--- src/core/dpw_regs.vh ---
// Functional notes
// - column type: nine or ten column bits
// - unused pad field powers down address bits
// - code 01 enters debug mode, strobes off
// - data-mask pads powered down when set
// - capture codes: rising low half, falling high
// - override lets S3 request self-refresh despite snapshot
// - merge two 2QW linear requests unless disabled
// - tri-state outputs in self-refresh, precharge down
// - tri-state outputs during active power-down
`ifndef DPW_REGS_VH
`define DPW_REGS_VH
// ==========
// register offsets
`define DPW_PAD_OFS 8'hDD
`define DPW_MRG_OFS 8'hDE
`define DPW_WCT_OFS 8'hDF
// ==========
// field positions
`define DPW_PAD_ODT 7
`define DPW_PAD_COL 6
`define DPW_PAD_MA_HI 5
`define DPW_PAD_MA_LO 4
`define DPW_PAD_DM 3
`define DPW_PAD_CAP_HI 2
`define DPW_MRG_S3 2
`define DPW_MRG_DIS 1
`define DPW_MRG_MASK 8'h06
`define DPW_WCT_WL_HI 7
`define DPW_WCT_WL_LO 6
`define DPW_WCT_PDTS 5
`define DPW_WCT_WD_HI 4
`define DPW_WCT_WD_LO 3
`define DPW_WCT_APTS 2
`define DPW_WCT_CK_HI 1
`define DPW_RST_VAL 8'h00
`endif

--- src/core/dpw_merge.v ---
`timescale 1ns/1ps
module dpw_merge #(
  parameter AW = 32
) (
  input wire clk_sys_i,
  input wire nrst_i,
  input wire ce_i,
  input wire merge_dis_i,
  input wire req_valid_i,
  input wire [AW-1:0] req_addr_i,
  output wire req_ready_o,
  output reg out_valid_o,
  output reg [AW-1:0] out_addr_o,
  output reg out_four_o,
  input wire out_ready_i
);
  // ==========
  // one 2QW request held waiting for its linear partner
  reg hold_reg;
  reg [AW-1:0] hold_addr_reg;
  wire out_free;
  wire linear;
  assign out_free = !out_valid_o || out_ready_i;
  assign linear = (req_addr_i == hold_addr_reg + 16);
  assign req_ready_o = out_free;
  always @(posedge clk_sys_i) begin
    if (!nrst_i) begin
      hold_reg <= 1'b0;
      hold_addr_reg <= {AW{1'b0}};
      out_valid_o <= 1'b0;
      out_addr_o <= {AW{1'b0}};
      out_four_o <= 1'b0;
    end else if (ce_i) begin
      if (out_valid_o && out_ready_i)
        out_valid_o <= 1'b0;
      if (out_free) begin
        if (req_valid_i) begin
          if (merge_dis_i) begin
            if (hold_reg) begin
              out_valid_o <= 1'b1;
              out_addr_o <= hold_addr_reg;
              out_four_o <= 1'b0;
              hold_addr_reg <= req_addr_i;
            end else begin
              out_valid_o <= 1'b1;
              out_addr_o <= req_addr_i;
              out_four_o <= 1'b0;
            end
          end else if (hold_reg && linear) begin
            out_valid_o <= 1'b1;
            out_addr_o <= hold_addr_reg;
            out_four_o <= 1'b1;
            hold_reg <= 1'b0;
          end else if (hold_reg) begin
            out_valid_o <= 1'b1;
            out_addr_o <= hold_addr_reg;
            out_four_o <= 1'b0;
            hold_addr_reg <= req_addr_i;
          end else begin
            hold_reg <= 1'b1;
            hold_addr_reg <= req_addr_i;
          end
        end else if (hold_reg) begin
          // no partner this cycle: flush rather than stall the client
          out_valid_o <= 1'b1;
          out_addr_o <= hold_addr_reg;
          out_four_o <= 1'b0;
          hold_reg <= 1'b0;
        end
      end
    end
  end
endmodule // dpw_merge

--- src/core/dpw_top.v ---
`timescale 1ns/1ps
`include "dpw_regs.vh"
module dpw_top #(
  parameter AW = 32
) (
  input wire clk_sys_i,
  input wire nrst_i,
  input wire ce_i,
  input wire [7:0] reg_addr_i,
  input wire [7:0] reg_wdata_i,
  input wire reg_wr_i,
  input wire reg_rd_i,
  output reg [7:0] reg_rdata_o,
  input wire [9:0] col_addr_i,
  output wire [9:0] col_addr_o,
  input wire [12:0] addr_pins_i,
  output wire [12:0] addr_pins_o,
  output wire [12:0] addr_pins_oe_o,
  output wire [3:0] strobe_oe_o,
  output wire debug_mode_o,
  input wire [1:0] dm_i,
  output wire [1:0] dm_o,
  output wire [1:0] dm_oe_o,
  output wire odt_pad_pd_o,
  output wire capture_falling_o,
  output wire [1:0] capture_delay_o,
  input wire snapshot_req_i,
  input wire s3_req_i,
  output wire self_refresh_req_o,
  output wire [1:0] write_latency_o,
  output wire [1:0] write_dqs_delay_o,
  output wire [1:0] mclk_delay_o,
  input wire st_self_refresh_i,
  input wire st_precharge_pd_i,
  input wire st_active_pd_i,
  output wire float_cmd_o,
  output wire float_cke_o,
  output wire float_odt_o,
  output wire float_mclk_o,
  input wire grq_valid_i,
  input wire [AW-1:0] grq_addr_i,
  output wire grq_ready_o,
  output wire mif_valid_o,
  output wire [AW-1:0] mif_addr_o,
  output wire mif_four_o,
  input wire mif_ready_i
);
  // ==========
  // registers
  reg [7:0] pad_reg;
  reg [7:0] mrg_reg;
  reg [7:0] wct_reg;
  always @(posedge clk_sys_i) begin
    if (!nrst_i) begin
      pad_reg <= `DPW_RST_VAL;
      mrg_reg <= `DPW_RST_VAL;
      wct_reg <= `DPW_RST_VAL;
      reg_rdata_o <= 8'h00;
    end else if (ce_i) begin
      if (reg_wr_i) begin
        case (reg_addr_i)
          `DPW_PAD_OFS: pad_reg <= reg_wdata_i;
          `DPW_MRG_OFS: mrg_reg <= reg_wdata_i & `DPW_MRG_MASK;
          `DPW_WCT_OFS: wct_reg <= reg_wdata_i;
          default: ;
        endcase
      end
      if (reg_rd_i) begin
        case (reg_addr_i)
          `DPW_PAD_OFS: reg_rdata_o <= pad_reg;
          `DPW_MRG_OFS: reg_rdata_o <= mrg_reg;
          `DPW_WCT_OFS: reg_rdata_o <= wct_reg;
          default: reg_rdata_o <= 8'h00;
        endcase
      end else begin
        reg_rdata_o <= 8'h00;
      end
    end
  end
  // ==========
  // pad control
  wire [1:0] ma_sel;
  wire dbg;
  wire float_all;
  wire float_most;
  assign ma_sel = pad_reg[`DPW_PAD_MA_HI:`DPW_PAD_MA_LO];
  assign dbg = (ma_sel == 2'b01);
  assign debug_mode_o = dbg;
  // nine-bit mode forces bit 9 low so the DRAM never sees stray column bits
  assign col_addr_o = pad_reg[`DPW_PAD_COL] ? col_addr_i : {1'b0, col_addr_i[8:0]};
  assign float_all = wct_reg[`DPW_WCT_PDTS] && st_self_refresh_i;
  assign float_most = (wct_reg[`DPW_WCT_PDTS] && st_precharge_pd_i) ||
    (wct_reg[`DPW_WCT_APTS] && st_active_pd_i);
  assign float_cmd_o = float_all || float_most;
  assign float_cke_o = 1'b0;
  assign float_odt_o = float_all;
  assign float_mclk_o = float_all;
  assign addr_pins_o = addr_pins_i;
  genvar gi;
  generate
    for (gi = 0; gi < 11; gi = gi + 1) begin : g_ma
      assign addr_pins_oe_o[gi] = !float_cmd_o;
    end
  endgenerate
  assign addr_pins_oe_o[12] = !float_cmd_o && (ma_sel == 2'b00);
  assign addr_pins_oe_o[11] = !float_cmd_o && !ma_sel[0];
  assign strobe_oe_o = (dbg || float_cmd_o) ? 4'h0 : 4'hF;
  assign dm_o = pad_reg[`DPW_PAD_DM] ? 2'b00 : dm_i;
  assign dm_oe_o = (pad_reg[`DPW_PAD_DM] || float_cmd_o) ? 2'b00 : 2'b11;
  assign odt_pad_pd_o = pad_reg[`DPW_PAD_ODT];
  assign capture_falling_o = pad_reg[`DPW_PAD_CAP_HI];
  assign capture_delay_o = pad_reg[1:0];
  // ==========
  // sleep and timing
  // snapshot blocks self-refresh unless overridden
  assign self_refresh_req_o = s3_req_i && (!snapshot_req_i || mrg_reg[`DPW_MRG_S3]);
  assign write_latency_o = wct_reg[`DPW_WCT_WL_HI:`DPW_WCT_WL_LO];
  assign write_dqs_delay_o = wct_reg[`DPW_WCT_WD_HI:`DPW_WCT_WD_LO];
  assign mclk_delay_o = wct_reg[`DPW_WCT_CK_HI:0];
  // ==========
  // graphics merge
  dpw_merge #(.AW(AW)) u_merge (
    .clk_sys_i(clk_sys_i),
    .nrst_i(nrst_i),
    .ce_i(ce_i),
    .merge_dis_i(mrg_reg[`DPW_MRG_DIS]),
    .req_valid_i(grq_valid_i),
    .req_addr_i(grq_addr_i),
    .req_ready_o(grq_ready_o),
    .out_valid_o(mif_valid_o),
    .out_addr_o(mif_addr_o),
    .out_four_o(mif_four_o),
    .out_ready_i(mif_ready_i)
  );
endmodule // dpw_top

--- config.mk ---
export PLATFORM = sky130hd
export DESIGN_NAME = dpw_top
export DESIGN_NICKNAME = d
export VERILOG_FILES = /design/src/core/dpw_merge.v /design/src/core/dpw_top.v
export VERILOG_INCLUDE_DIRS = /design/src /design/src/core
export SDC_FILE = /design/constraint.sdc
export NUM_CORES = 1
export LEC_CHECK = 0
export BUFFER_PORTS_ARGS = -buffer_cell sky130_fd_sc_hd__buf_2
export CORE_MARGIN = 2
export CORE_UTILIZATION = 55
export CTS_CLUSTER_DIAMETER = 150
export DETAILED_ROUTE_END_ITERATION = 8
export GPL_TIMING_DRIVEN = 0
export PLACE_DENSITY = 0.89
export SLEW_MARGIN = 10
export SYNTH_ARGS = -nofsm -noshare
export SYNTH_HDL_FRONTEND = slang
export SYNTH_SLANG_ARGS = --single-unit
--- constraint.sdc ---
create_clock -name clk_sys_i -period 4.4 [get_ports clk_sys_i]
set_input_delay 0.44 -clock clk_sys_i [delete_from_list [all_inputs] [get_ports clk_sys_i]]
set_output_delay 0.44 -clock clk_sys_i [all_outputs]
set_load 0.03 [all_outputs]
== Word level (Yosys, flattened, before mapping) ==
Cells that the tools add are included.

* Flip-flop bits (word level): 93
* Input bits: 85
* Word-level logic and storage cells: 70

* Reduce and logical (&&, ||, !) cells: 25
* Equality and inequality tests: 8
* Mux-type cells: 27
* Add/subtract/negate cells: 1

{| class="wikitable"
|+ Operators with widths
! kind !! number
|-
| $mux 32 || 8
|-
| $add 32x5->32 const B || 1
|-
| $eq 32x32->1 || 1
|-
| $eq 8x8->1 const B || 3
|-
| $pmux 8 s3 || 1
|-
| $mux 1 || 13
|-
| $reduce_and 3->1 || 4
|-
| $mux 10 || 1
|-
| $logic_and 1x1->1 || 8
|-
| $mux 8 || 1
|-
| $logic_or 1x1->1 || 6
|-
| $reduce_and 5->1 || 1
|-
| $logic_not 1->1 || 4
|-
| $mux 2 || 2
|-
| $mux 4 || 1
|-
| $ne 2x2->1 const B || 2
|-
| $eq 2x1->1 const B || 1
|-
| $logic_not 2->1 || 1
|-
| $ne 2x1->1 const B || 1
|-
| $reduce_and 2->1 || 1
|}

== Longest topological paths before layout ==
Gate-level depths: netlist of the first run.

* Word-level depth: 7
* Depth in mapped cells: 11

== Cells and area by module ==
A second synthesis of the first run with hierarchy kept.

* Cell total of the unflattened synthesis: 675
* Area, all modules: 5606.6 um^2

{| class="wikitable"
|+ Modules (own cells, without submodules)
! module !! times used !! cells each !! area each (um^2) !! sequential area each (um^2)
|-
| dpw_merge || 1 || 493 || 3988.8 || 1341.3
|-
| dpw_top || 1 || 182 || 1617.8 || 520.5
|}

== Worst setup path after synthesis of the first run ==
OpenSTA, ideal clock, no wires.

* Path type: register to register
* Start point: register u_merge.hold_addr_reg[5]
* End point: register u_merge.hold_addr_reg[10]
* Path buffers: 2
* Setup time: 0.120 ns
* Arrival time: 2.428 ns
* Clock period less this slack: 2.547 ns
* Cell stages (with the launch flop): 12
* Required time: 4.280 ns
* Setup slack: 1.853 ns
* Cells stage by stage: dfxtp_1 > ha_1 > buf_2 > nand4_1 > nor4_2 > nand3_1 > xnor2_1 > o211ai_1 > nor4_4 > a21oi_4 > buf_6 > mux2i_1

* Word-level cells in the longest chain between the ends: 5

{| class="wikitable"
|+ Ends and longest elaborated chain
! what !! RTL line !! source
|-
| start: declaration || dpw_merge.v:20 || <nowiki>reg [AW-1:0] hold_addr_reg;</nowiki>
|-
| start signal: assignment || dpw_merge.v:29 || <nowiki>hold_addr_reg <= {AW{1'b0}};</nowiki>
|-
| start signal: assignment || dpw_merge.v:43 || <nowiki>hold_addr_reg <= req_addr_i;</nowiki>
|-
| start signal: assignment || dpw_merge.v:58 || <nowiki>hold_addr_reg <= req_addr_i;</nowiki>
|-
| $add 32x5->32 || dpw_merge.v:24 || <nowiki>assign linear = (req_addr_i == hold_addr_reg + 16);</nowiki>
|-
| $eq 32x32->1 || dpw_merge.v:24 ||
|-
| $logic_and 1x1->1 || dpw_merge.v:49 || <nowiki>end else if (hold_reg && linear) begin</nowiki>
|-
| $ne 2x2->1 (no line) || -- ||
|-
| $reduce_and 5->1 (no line) || -- ||
|}

No other way between the ends.
A chain may end at the register's enable or synchronous reset.

== Worst setup path in the final report of the first run ==
* Start point: register u_merge.hold_addr_reg[5]
* End point: register u_merge.hold_addr_reg[2]

The elaborated chain is that of the path after synthesis.

==> metrics.md, run 1 <==
| Metric | Value |
|---|---|
| Status | `finished clean` |
| Hold-fix buffers at CTS | `0` |
| Pwr per Cell Area | `about 280 nW/µm²` |
| Final net count | `roughly 940` |
| Multi-input gate area | `3120 µm²` |
| Peak VDD IR | `0.355 mV` |
| Wire length per cell | `15.4 µm` |
| Initial Utilization | `between 50% and 60%` |
| Seq/Total Area, Yosys | `around 33%` |
| Worst R2R Start | `u_merge.hold_addr_reg[5]$_SDFFE_PN0P_` |
| Rows | `36` |
| RePlAce Congestion | `approximately 0.94` |
| Syn avg cell area | `between 8 and 9 µm²` |
| Post-Synth XOR/XNOR Area | `~5.6%` |
| Clk sinks | `93` |
| Core area | `9820 µm²` |
| Cts repair resizes | `0` |
| Worst reg2reg setup slack | `around 1.2 ns` |
| Top delay family on crit path | `simple AND/OR/NAND/NOR gates` |
| Largest net degree at the start of global routing | `18` |
| Synth Area in Compound Gates | `between 10% and 20%` |
| Gr usage total | `around 27%` |
| Layout cells sized above 1 | `29.1%` |
| Root Buffer | `clkbuf_8` |
| Arr. time, crit path | `between 3 and 4 ns` |
| Pins over their slew limit | `0` |
| Chip height | `around 100 µm` |
| Die W | `around 100 µm` |
| Die Area | `~11000 µm²` |
| Final antenna-violating net count | `0` |
| Reg2Reg Depth | `11` |
| Ys async rst share | `0%` |
| First-pass GRT wire length | `between 20 and 25 mm` |
| Proportion of synthesized area in mux cells | `between 10% and 20%` |
| Register area | `~1900 µm²` |
| Leakage power | `approximately 3 nW` |
| Fmax | `312 MHz` |
| Final wirelength | `15.2 mm` |
| WP depth | `11` |
| Ys Warns | `0` |
| Startpoint types | `flop` |
| CP endpoint | `u_merge.hold_addr_reg[2]$_SDFFE_PN0P_` |
| Reg-to-reg endpoint | `u_merge.hold_addr_reg[2]$_SDFFE_PN0P_` |
| Worst-path clk slew | `~0.1 ns` |
| Syn-to-layout area delta | `21.7%` |
| Worst setup EP type | `flop` |
| TritonCTS buffer count | `9` |
| Initial antenna violation count | `1` |
| Yosys cell types | `53` |
| Antenna fix cells | `0` |
| Worst slew margin | `39.8%` |
| H-tree depth | `3` |
| DR vias | `between 5k and 6k` |
| Slew @ Worst Pin | `approximately 0.9 ns` |
| Setup Skew | `roughly 0.0093 ns` |
| Mapped Area | `about 5600 µm²` |
| Crit path top cell by count | `mux2i_1` |
| CP max-delay cell | `nor4_2` |
| Ports | `between 150 and 200` |
| Synth Area in Adders | `less than 1%` |
| Post-synthesis net count | `between 700 and 800` |
| HP Class | `in -> reg` |
| CTS tree | `yes` |
| Crit-path max cell delay | `between 0.6 and 0.7 ns` |
| Port Buffers | `163` |
| Critical Path Source | `u_merge.hold_addr_reg[5]$_SDFFE_PN0P_` |
| Via-to-Cell Ratio | `5.48` |
| #FFs+latches synth | `93` |
| Kind of critical path | `reg -> reg` |
| DR iter-0 viols | `471` |
| Maxcap violations | `0` |
| Fill count | `approximately 820` |
| WP buf/inv | `2` |
| Final worst path period need | `around 3.2 ns` |
| HPWL Detailed | `between 10 and 15 mm` |
| Largest family of logic cells by synthesized area | `simple AND/OR/NAND/NOR gates` |
| Crit-path max FO | `10` |
| Synthesized instance count | `679` |
| Final number of setup-violating endpoints | `0` |
| Final core occ | `roughly 69%` |
| Synth Area in Simple Gates | `23.3%` |
| Post-synth EDFFs | `0` |
| Worst path cell trace | `ha_1 -> buf_2 -> nand4_1 -> nor4_2 -> nand3_1 -> mux2i_1 -> nor2_1 -> nor4_4 -> a21oi_4 -> buf_6 -> mux2i_1` |
| Worst EP required | `roughly 4.7 ns` |
| Final Hold Fails | `0` |
| Clk Latency, worst-skew pair | `around 0.38 ns` |
| DRC viols | `0` |
| Total gr overflow | `0` |
| Synth Flop Type | `dfxtp_1` |
| Unrepaired setup endpoints after global routing | `no` |
| Final TNS setup | `0 ns` |
| Postcts setup bufs | `0` |
| Period utilization | `between 70 and 80%` |
| Max clock buf depth | `2` |
| Vias in the first global route | `a little over 5k` |
| Pre-antenna DRT Iters | `5` |
worst min path at each step:
stage / from / to / slack (ns) / depth (start not counted)
floorplan: u_merge.hold_addr_reg[0]$_SDFFE_PN0P_ / u_merge.hold_addr_reg[0]$_SDFFE_PN0P_ / 0.45 / 2
finish: reg_wdata_i[5] / wct_reg[5]$_SDFFE_PN0P_ / 0.33 / 3
detailed placement: u_merge.hold_addr_reg[0]$_SDFFE_PN0P_ / u_merge.hold_addr_reg[0]$_SDFFE_PN0P_ / 0.47 / 2
global placement: u_merge.hold_addr_reg[2]$_SDFFE_PN0P_ / u_merge.hold_addr_reg[2]$_SDFFE_PN0P_ / 0.47 / 2
global route: grq_addr_i[21] / u_merge.hold_addr_reg[21]$_SDFFE_PN0P_ / 0.33 / 3
CTS: reg_wdata_i[0] / wct_reg[0]$_SDFFE_PN0P_ / 0.33 / 3
logic make-up after synthesis:
logic type | after synthesis
DFF | 93
buffers and inverters | 106
muxes | 60
AOI/OAI and AO/OA | 141
and+or+nand+nor | 241
other | 1
xor gates and xnor gates | 36
adders and majority gates | 1
per-stage QoR:
stage / cells / hold WS [ns] / cell area, µm² / total power [mW] / setup slack, ns
after floorplan: 679 / 0.454 / 5590 / 1.14 / 1.85
after global placement: 975 / 0.469 / 6570 / 1.25 / 1.35
after detailed placement: 975 / 0.471 / 6570 / 1.26 / 1.24
after CTS: 991 / 0.327 / 6800 / 1.91 / 1.20
after global routing: 991 / 0.328 / 6800 / 1.97 / 0.981
final: 991 / 0.330 / 6800 / 1.91 / 1.20
synthesized netlist by cell type, drive strengths merged, types with 13 or more instances:
cell type / n / area, µm²
xnor2: 23 / 201
nand4: 16 / 100
clkbuf: 37 / 143
a21oi: 36 / 191
dfxtp: 93 / 1860
nor2b: 24 / 150
o31ai: 31 / 233
o21ai: 40 / 200
inv: 13 / 48.8
buf: 56 / 413
nor3: 13 / 65.1
nand3: 15 / 80.1
nand2: 88 / 330
mux2i: 57 / 571
xor2: 13 / 114
and2: 13 / 81.3
nor2: 14 / 52.6
nand2b: 37 / 231
final cells by class:
type                            count  share of cell area [%]
Tap cell                          133                    2.45
Multi-Input combinational cell    480                    45.9
Buffer                             93                    8.17
Timing Repair Buffer              163                    12.0
Clock inverter                      7                    1.55
Clock buffer                        9                    1.82
Inverter                           13                   0.717
Sequential cell                    93                    27.4
power breakdown:
| group | internal (mW) | switching, mW | leakage, nW |
|---|---|---|---|
| clock | 0.329 | 0.335 | 0.112 |
| combinational | 0.136 | 0.215 | 2.07 |
| sequential | 0.871 | 0.0240 | 0.756 |
placed cells by master (no fill, tap or decap), types with 12 or more instances in the layout:
cell and n:
inv_1 13, buf_4 46, o31ai_1 31, nand2b_1 37
and2_1 12, nor2b_1 24, nand3_1 14, clkbuf_1 34
buf_2 169, o21ai_0 40, nor3_1 13, nand2_1 88
dfxtp_1 93, nand4_1 16, xor2_1 13, nor2_1 14
mux2i_1 57, xnor2_1 23, a21oi_1 35
tightest hold or removal path: cells and delay by family:
kind                   cells  cell delay, ns
buffers and inverters      1            0.09
and+or+nand+nor            1            0.09
muxes                      1            0.05
layer usage:
layer  routed length [µm]  track usage (%)
met5                   13                0
met4                  308             8.57
met3                 1140             6.30
met2                 7460             47.4
met1                 6300             32.3
No activity file was read; power rests on OpenSTA's default activity.
==> inputs of run 2 (changes only) <==
CORE_UTILIZATION = 46   (was 55)
PLACE_DENSITY = 0.8   (was 0.89)
clock period = 2.9 ns   (was 4.4 ns; I/O delays follow)
==> run 2 against run 1 <==
Effect of this change: sequential power rose by 52%; cell area is 3.6% higher; cell count increased by 2.0%; wire length is 1.2% higher; clock power increased by 110%; die area rose by 19%; non-clock buffer count up 6; setup slack got worse by 1.1 ns; highest routed layer is now met4; worst hold slack worse by 0.11 ns; largest power group is now clock.
==> metrics.md, run 2 (same netlist as run 1, synthesis figures left out) <==
| Metric | Value |
|---|---|
| Pre-antenna DRT Iters | `5 (unchanged)` |
| CP endpoint | `u_merge.hold_addr_reg[22]$_SDFFE_PN0P_` |
| Wire length per cell | `15.2 µm (-0.83%)` |
| Vias in the first global route | `4812 (-5.6%)` |
| DR vias | `5422 (-0.092%)` |
| Internal | `2.40 mW (+80%)` |
| Chip height | `114 µm (+9.0%)` |
| Rows | `40 (+11%)` |
| Top delay family on crit path | `simple AND/OR/NAND/NOR gates` |
| WP depth | `10 (-1)` |
| Register share of total power | `41.5% (-5.3 points)` |
| Sw Share | `26.6% (-3.4 points)` |
| Final net count | `945 (+0.64%)` |
| Cell Area, Placed | `6590 µm² (+0.27%)` |
| Worst setup EP type | `flop` |
| Fmax | `363 MHz (+16%)` |
| Psw | `0.872 mW (+52%)` |
| Hold WS | `0.220 ns (-0.110 ns)` |
| CP max-delay cell | `or4_4` |
| Final wirelength | `15.4 mm (+1.2%)` |
| Hold-fix buffers at CTS | `0 (unchanged)` |
| Reg-to-reg endpoint | `u_merge.hold_addr_reg[22]$_SDFFE_PN0P_` |
| Initial Utilization | `46.7% (-10 points)` |
| Via-to-Cell Ratio | `5.36 (-2.1%)` |
| Hold path cells | `3 (unchanged)` |
| Final core occ | `58.9% (-10 points)` |
| Final number of setup-violating endpoints | `0 (unchanged)` |
| Worst reg2reg setup slack | `0.14 ns (-1.05 ns)` |
| Startpoint types | `flop` |
| H-tree depth | `3 (unchanged)` |
| Critical Path Source | `u_merge.hold_addr_reg[11]$_SDFFE_PN0P_` |
| Clk Latency, worst-skew pair | `0.34 ns (-0.04 ns)` |
| Arr. time, crit path | `3.02 ns (-0.48 ns)` |
| HPWL Detailed | `11.4 mm (+1.2%)` |
| Worst EP required | `3.16 ns (-1.54 ns)` |
| Kind of critical path | `reg -> reg` |
| RePlAce Congestion | `0.888 (-5.5%)` |
| Final antenna-violating net count | `0 (unchanged)` |
| Pwr per Cell Area | `464 nW/µm² (+65%)` |
| WP buf/inv | `2 (unchanged)` |
| DRC viols | `0 (unchanged)` |
| Setup Skew | `0.00908 ns (-0.000209 ns)` |
| Period utilization | `95.0% (+22 points)` |
| Clk sinks | `93 (unchanged)` |
| Final worst path period need | `2.76 ns (-0.445 ns)` |
| Reg2Reg Depth | `10 (-1)` |
| HP Class | `in -> reg` |
| Layout cells sized above 1 | `30.7% (+1.5 points)` |
| Clock share of power | `42.0% (+7.2 points)` |
| DR iter-0 viols | `497 (+5.5%)` |
| Max clock buf depth | `2 (unchanged)` |
| Final TNS setup | `0 ns (unchanged)` |
| Comb power frac | `16.4% (-2.0 points)` |
| Crit-path max FO | `10 (unchanged)` |
| Worst-path clk slew | `0.07 ns (-0.03 ns)` |
| Core area | `12000 µm² (+22%)` |
| Status | `finished clean` |
| Final worst slack | `0.144 ns (-1.05 ns)` |
| Ports | `188 (unchanged)` |
| Final instance area | `7050 µm² (+3.6%)` |
| Root Buffer | `clkbuf_16` |
| Worst R2R Start | `u_merge.hold_addr_reg[11]$_SDFFE_PN0P_` |
| Most common cell after layout, fill and taps aside | `buf_2` |
| Worst path cell trace | `buf_2 -> nand4_1 -> or4_4 -> nand2_1 -> a21oi_1 -> nor3_1 -> nor4_4 -> a21oi_4 -> buf_6 -> mux2i_1` |
| Port Buffers | `163 (unchanged)` |
| Peak VDD IR | `0.238 mV (-33%)` |
| Total gr overflow | `0 (unchanged)` |
| CTS tree | `yes` |
| Die Area | `13100 µm² (+19%)` |
| Die W | `114 µm (+9.0%)` |
| TritonCTS buffer count | `9 (unchanged)` |
| Initial antenna violation count | `0 (-1)` |
| Worst slew margin | `39.8% (about the same)` |
| Gr usage total | `22.8% (-4.2 points)` |
| Slew @ Worst Pin | `0.899 ns (-0.000249 ns)` |
| First-pass GRT wire length | `23.9 mm (-2.3%)` |
| Leakage power | `3.06 nW (+4.2%)` |
| Antenna fix cells | `0 (unchanged)` |
| Pre-CTS WS | `-0.258 ns (-1.50 ns)` |
| Crit-path max cell delay | `0.58 ns (-0.04 ns)` |
| Syn-to-layout area delta | `26.1%` |
| Largest net degree at the start of global routing | `16 (-2)` |
| Pins over their slew limit | `0 (unchanged)` |
| Final Hold Fails | `0 (unchanged)` |
| Maxcap violations | `0 (unchanged)` |
| Most frequent cells in the layout | `166 x buf_2, 88 x nand2_1, 88 x dfxtp_1, 57 x mux2i_1, 53 x buf_4` |
==> run 2: cell types whose count changed in the layout (fill, tap and decap cells not counted), moves of 2 or more <==
cell	delta
clkbuf_8	-8
buf_2	-3
clkbuf_4	+3
dfxtp_2	+4
clkbuf_16	+9
dfxtp_1	-5
nor4_4	+2
buf_4	+7
==> run 2: per-stage QoR <==
| stage | std cells | power [mW] |
|---|---|---|
| final | 1011 | 3.27 |
| after floorplan | 679 | 1.74 |
| after global routing | 1011 | 3.39 |
| after detailed placement | 989 | 1.91 |
| after CTS | 1007 | 3.28 |
| after global placement | 989 | 1.90 |
==> run 2: worst min path at each step <==
stage                                     startpoint                                     to  slack (ns)
2_1_floorplan                          grq_addr_i[0]  u_merge.hold_addr_reg[0]$_SDFFE_PN0P_        0.43
3_3_place_gp         u_merge.out_four_o$_SDFFE_PN0P_        u_merge.out_four_o$_SDFFE_PN0P_        0.46
3_5_place_dp   u_merge.hold_addr_reg[3]$_SDFFE_PN0P_  u_merge.hold_addr_reg[3]$_SDFFE_PN0P_        0.47
4_1_cts                               reg_wdata_i[0]                wct_reg[0]$_SDFFE_PN0P_        0.22
5_1_grt                                grq_addr_i[4]  u_merge.hold_addr_reg[4]$_SDFFE_PN0P_        0.23
6_report                               grq_addr_i[5]  u_merge.hold_addr_reg[5]$_SDFFE_PN0P_        0.22
==> run 2: power groups by stage <==
stage / logic (mW) / registers [mW] / clock network (mW)
floorplan: 0.319 / 1.42 / 0
global placement: 0.520 / 1.38 / 0
detailed placement: 0.527 / 1.38 / 0
CTS: 0.531 / 1.36 / 1.39
global route: 0.584 / 1.37 / 1.44
finish: 0.537 / 1.36 / 1.38
==> run 2: layer usage <==
metal | track usage (%) | routed length, µm | up-vias
met5 | 0 | 0 | -
met4 | 5.93 | 233 | 0
met3 | 4.45 | 1130 | 20
met2 | 37.9 | 7210 | 252
met1 | 30.3 | 6830 | 2468
li1 | - | - | 2682
==> run 2: area by class of cell <==
type / count / area [µm²]
fill: 1070 / 4910
multi-input combinational: 480 / 3170
sequential: 93 / 1870
timing repair buffer: 170 / 868
buffer: 92 / 559
clock buffer: 11 / 243
tap: 147 / 184
clock inverter: 5 / 106
inverter: 13 / 48.8
==> run 2: timing repair <==
item | CTS | global route
setup buffers | 2 | 5
setup endpoints to repair | 33 | 34
resized for setup | 1 | 16
pin swaps | 1 | 9
==> run 2: tightest hold or removal path, delay by kind of cell <==
| family | cells | cell delay [ns] |
|---|---|---|
| mux | 1 | 0.06 |
| simple gates | 1 | 0.05 |
| buf+inv | 1 | 0.12 |
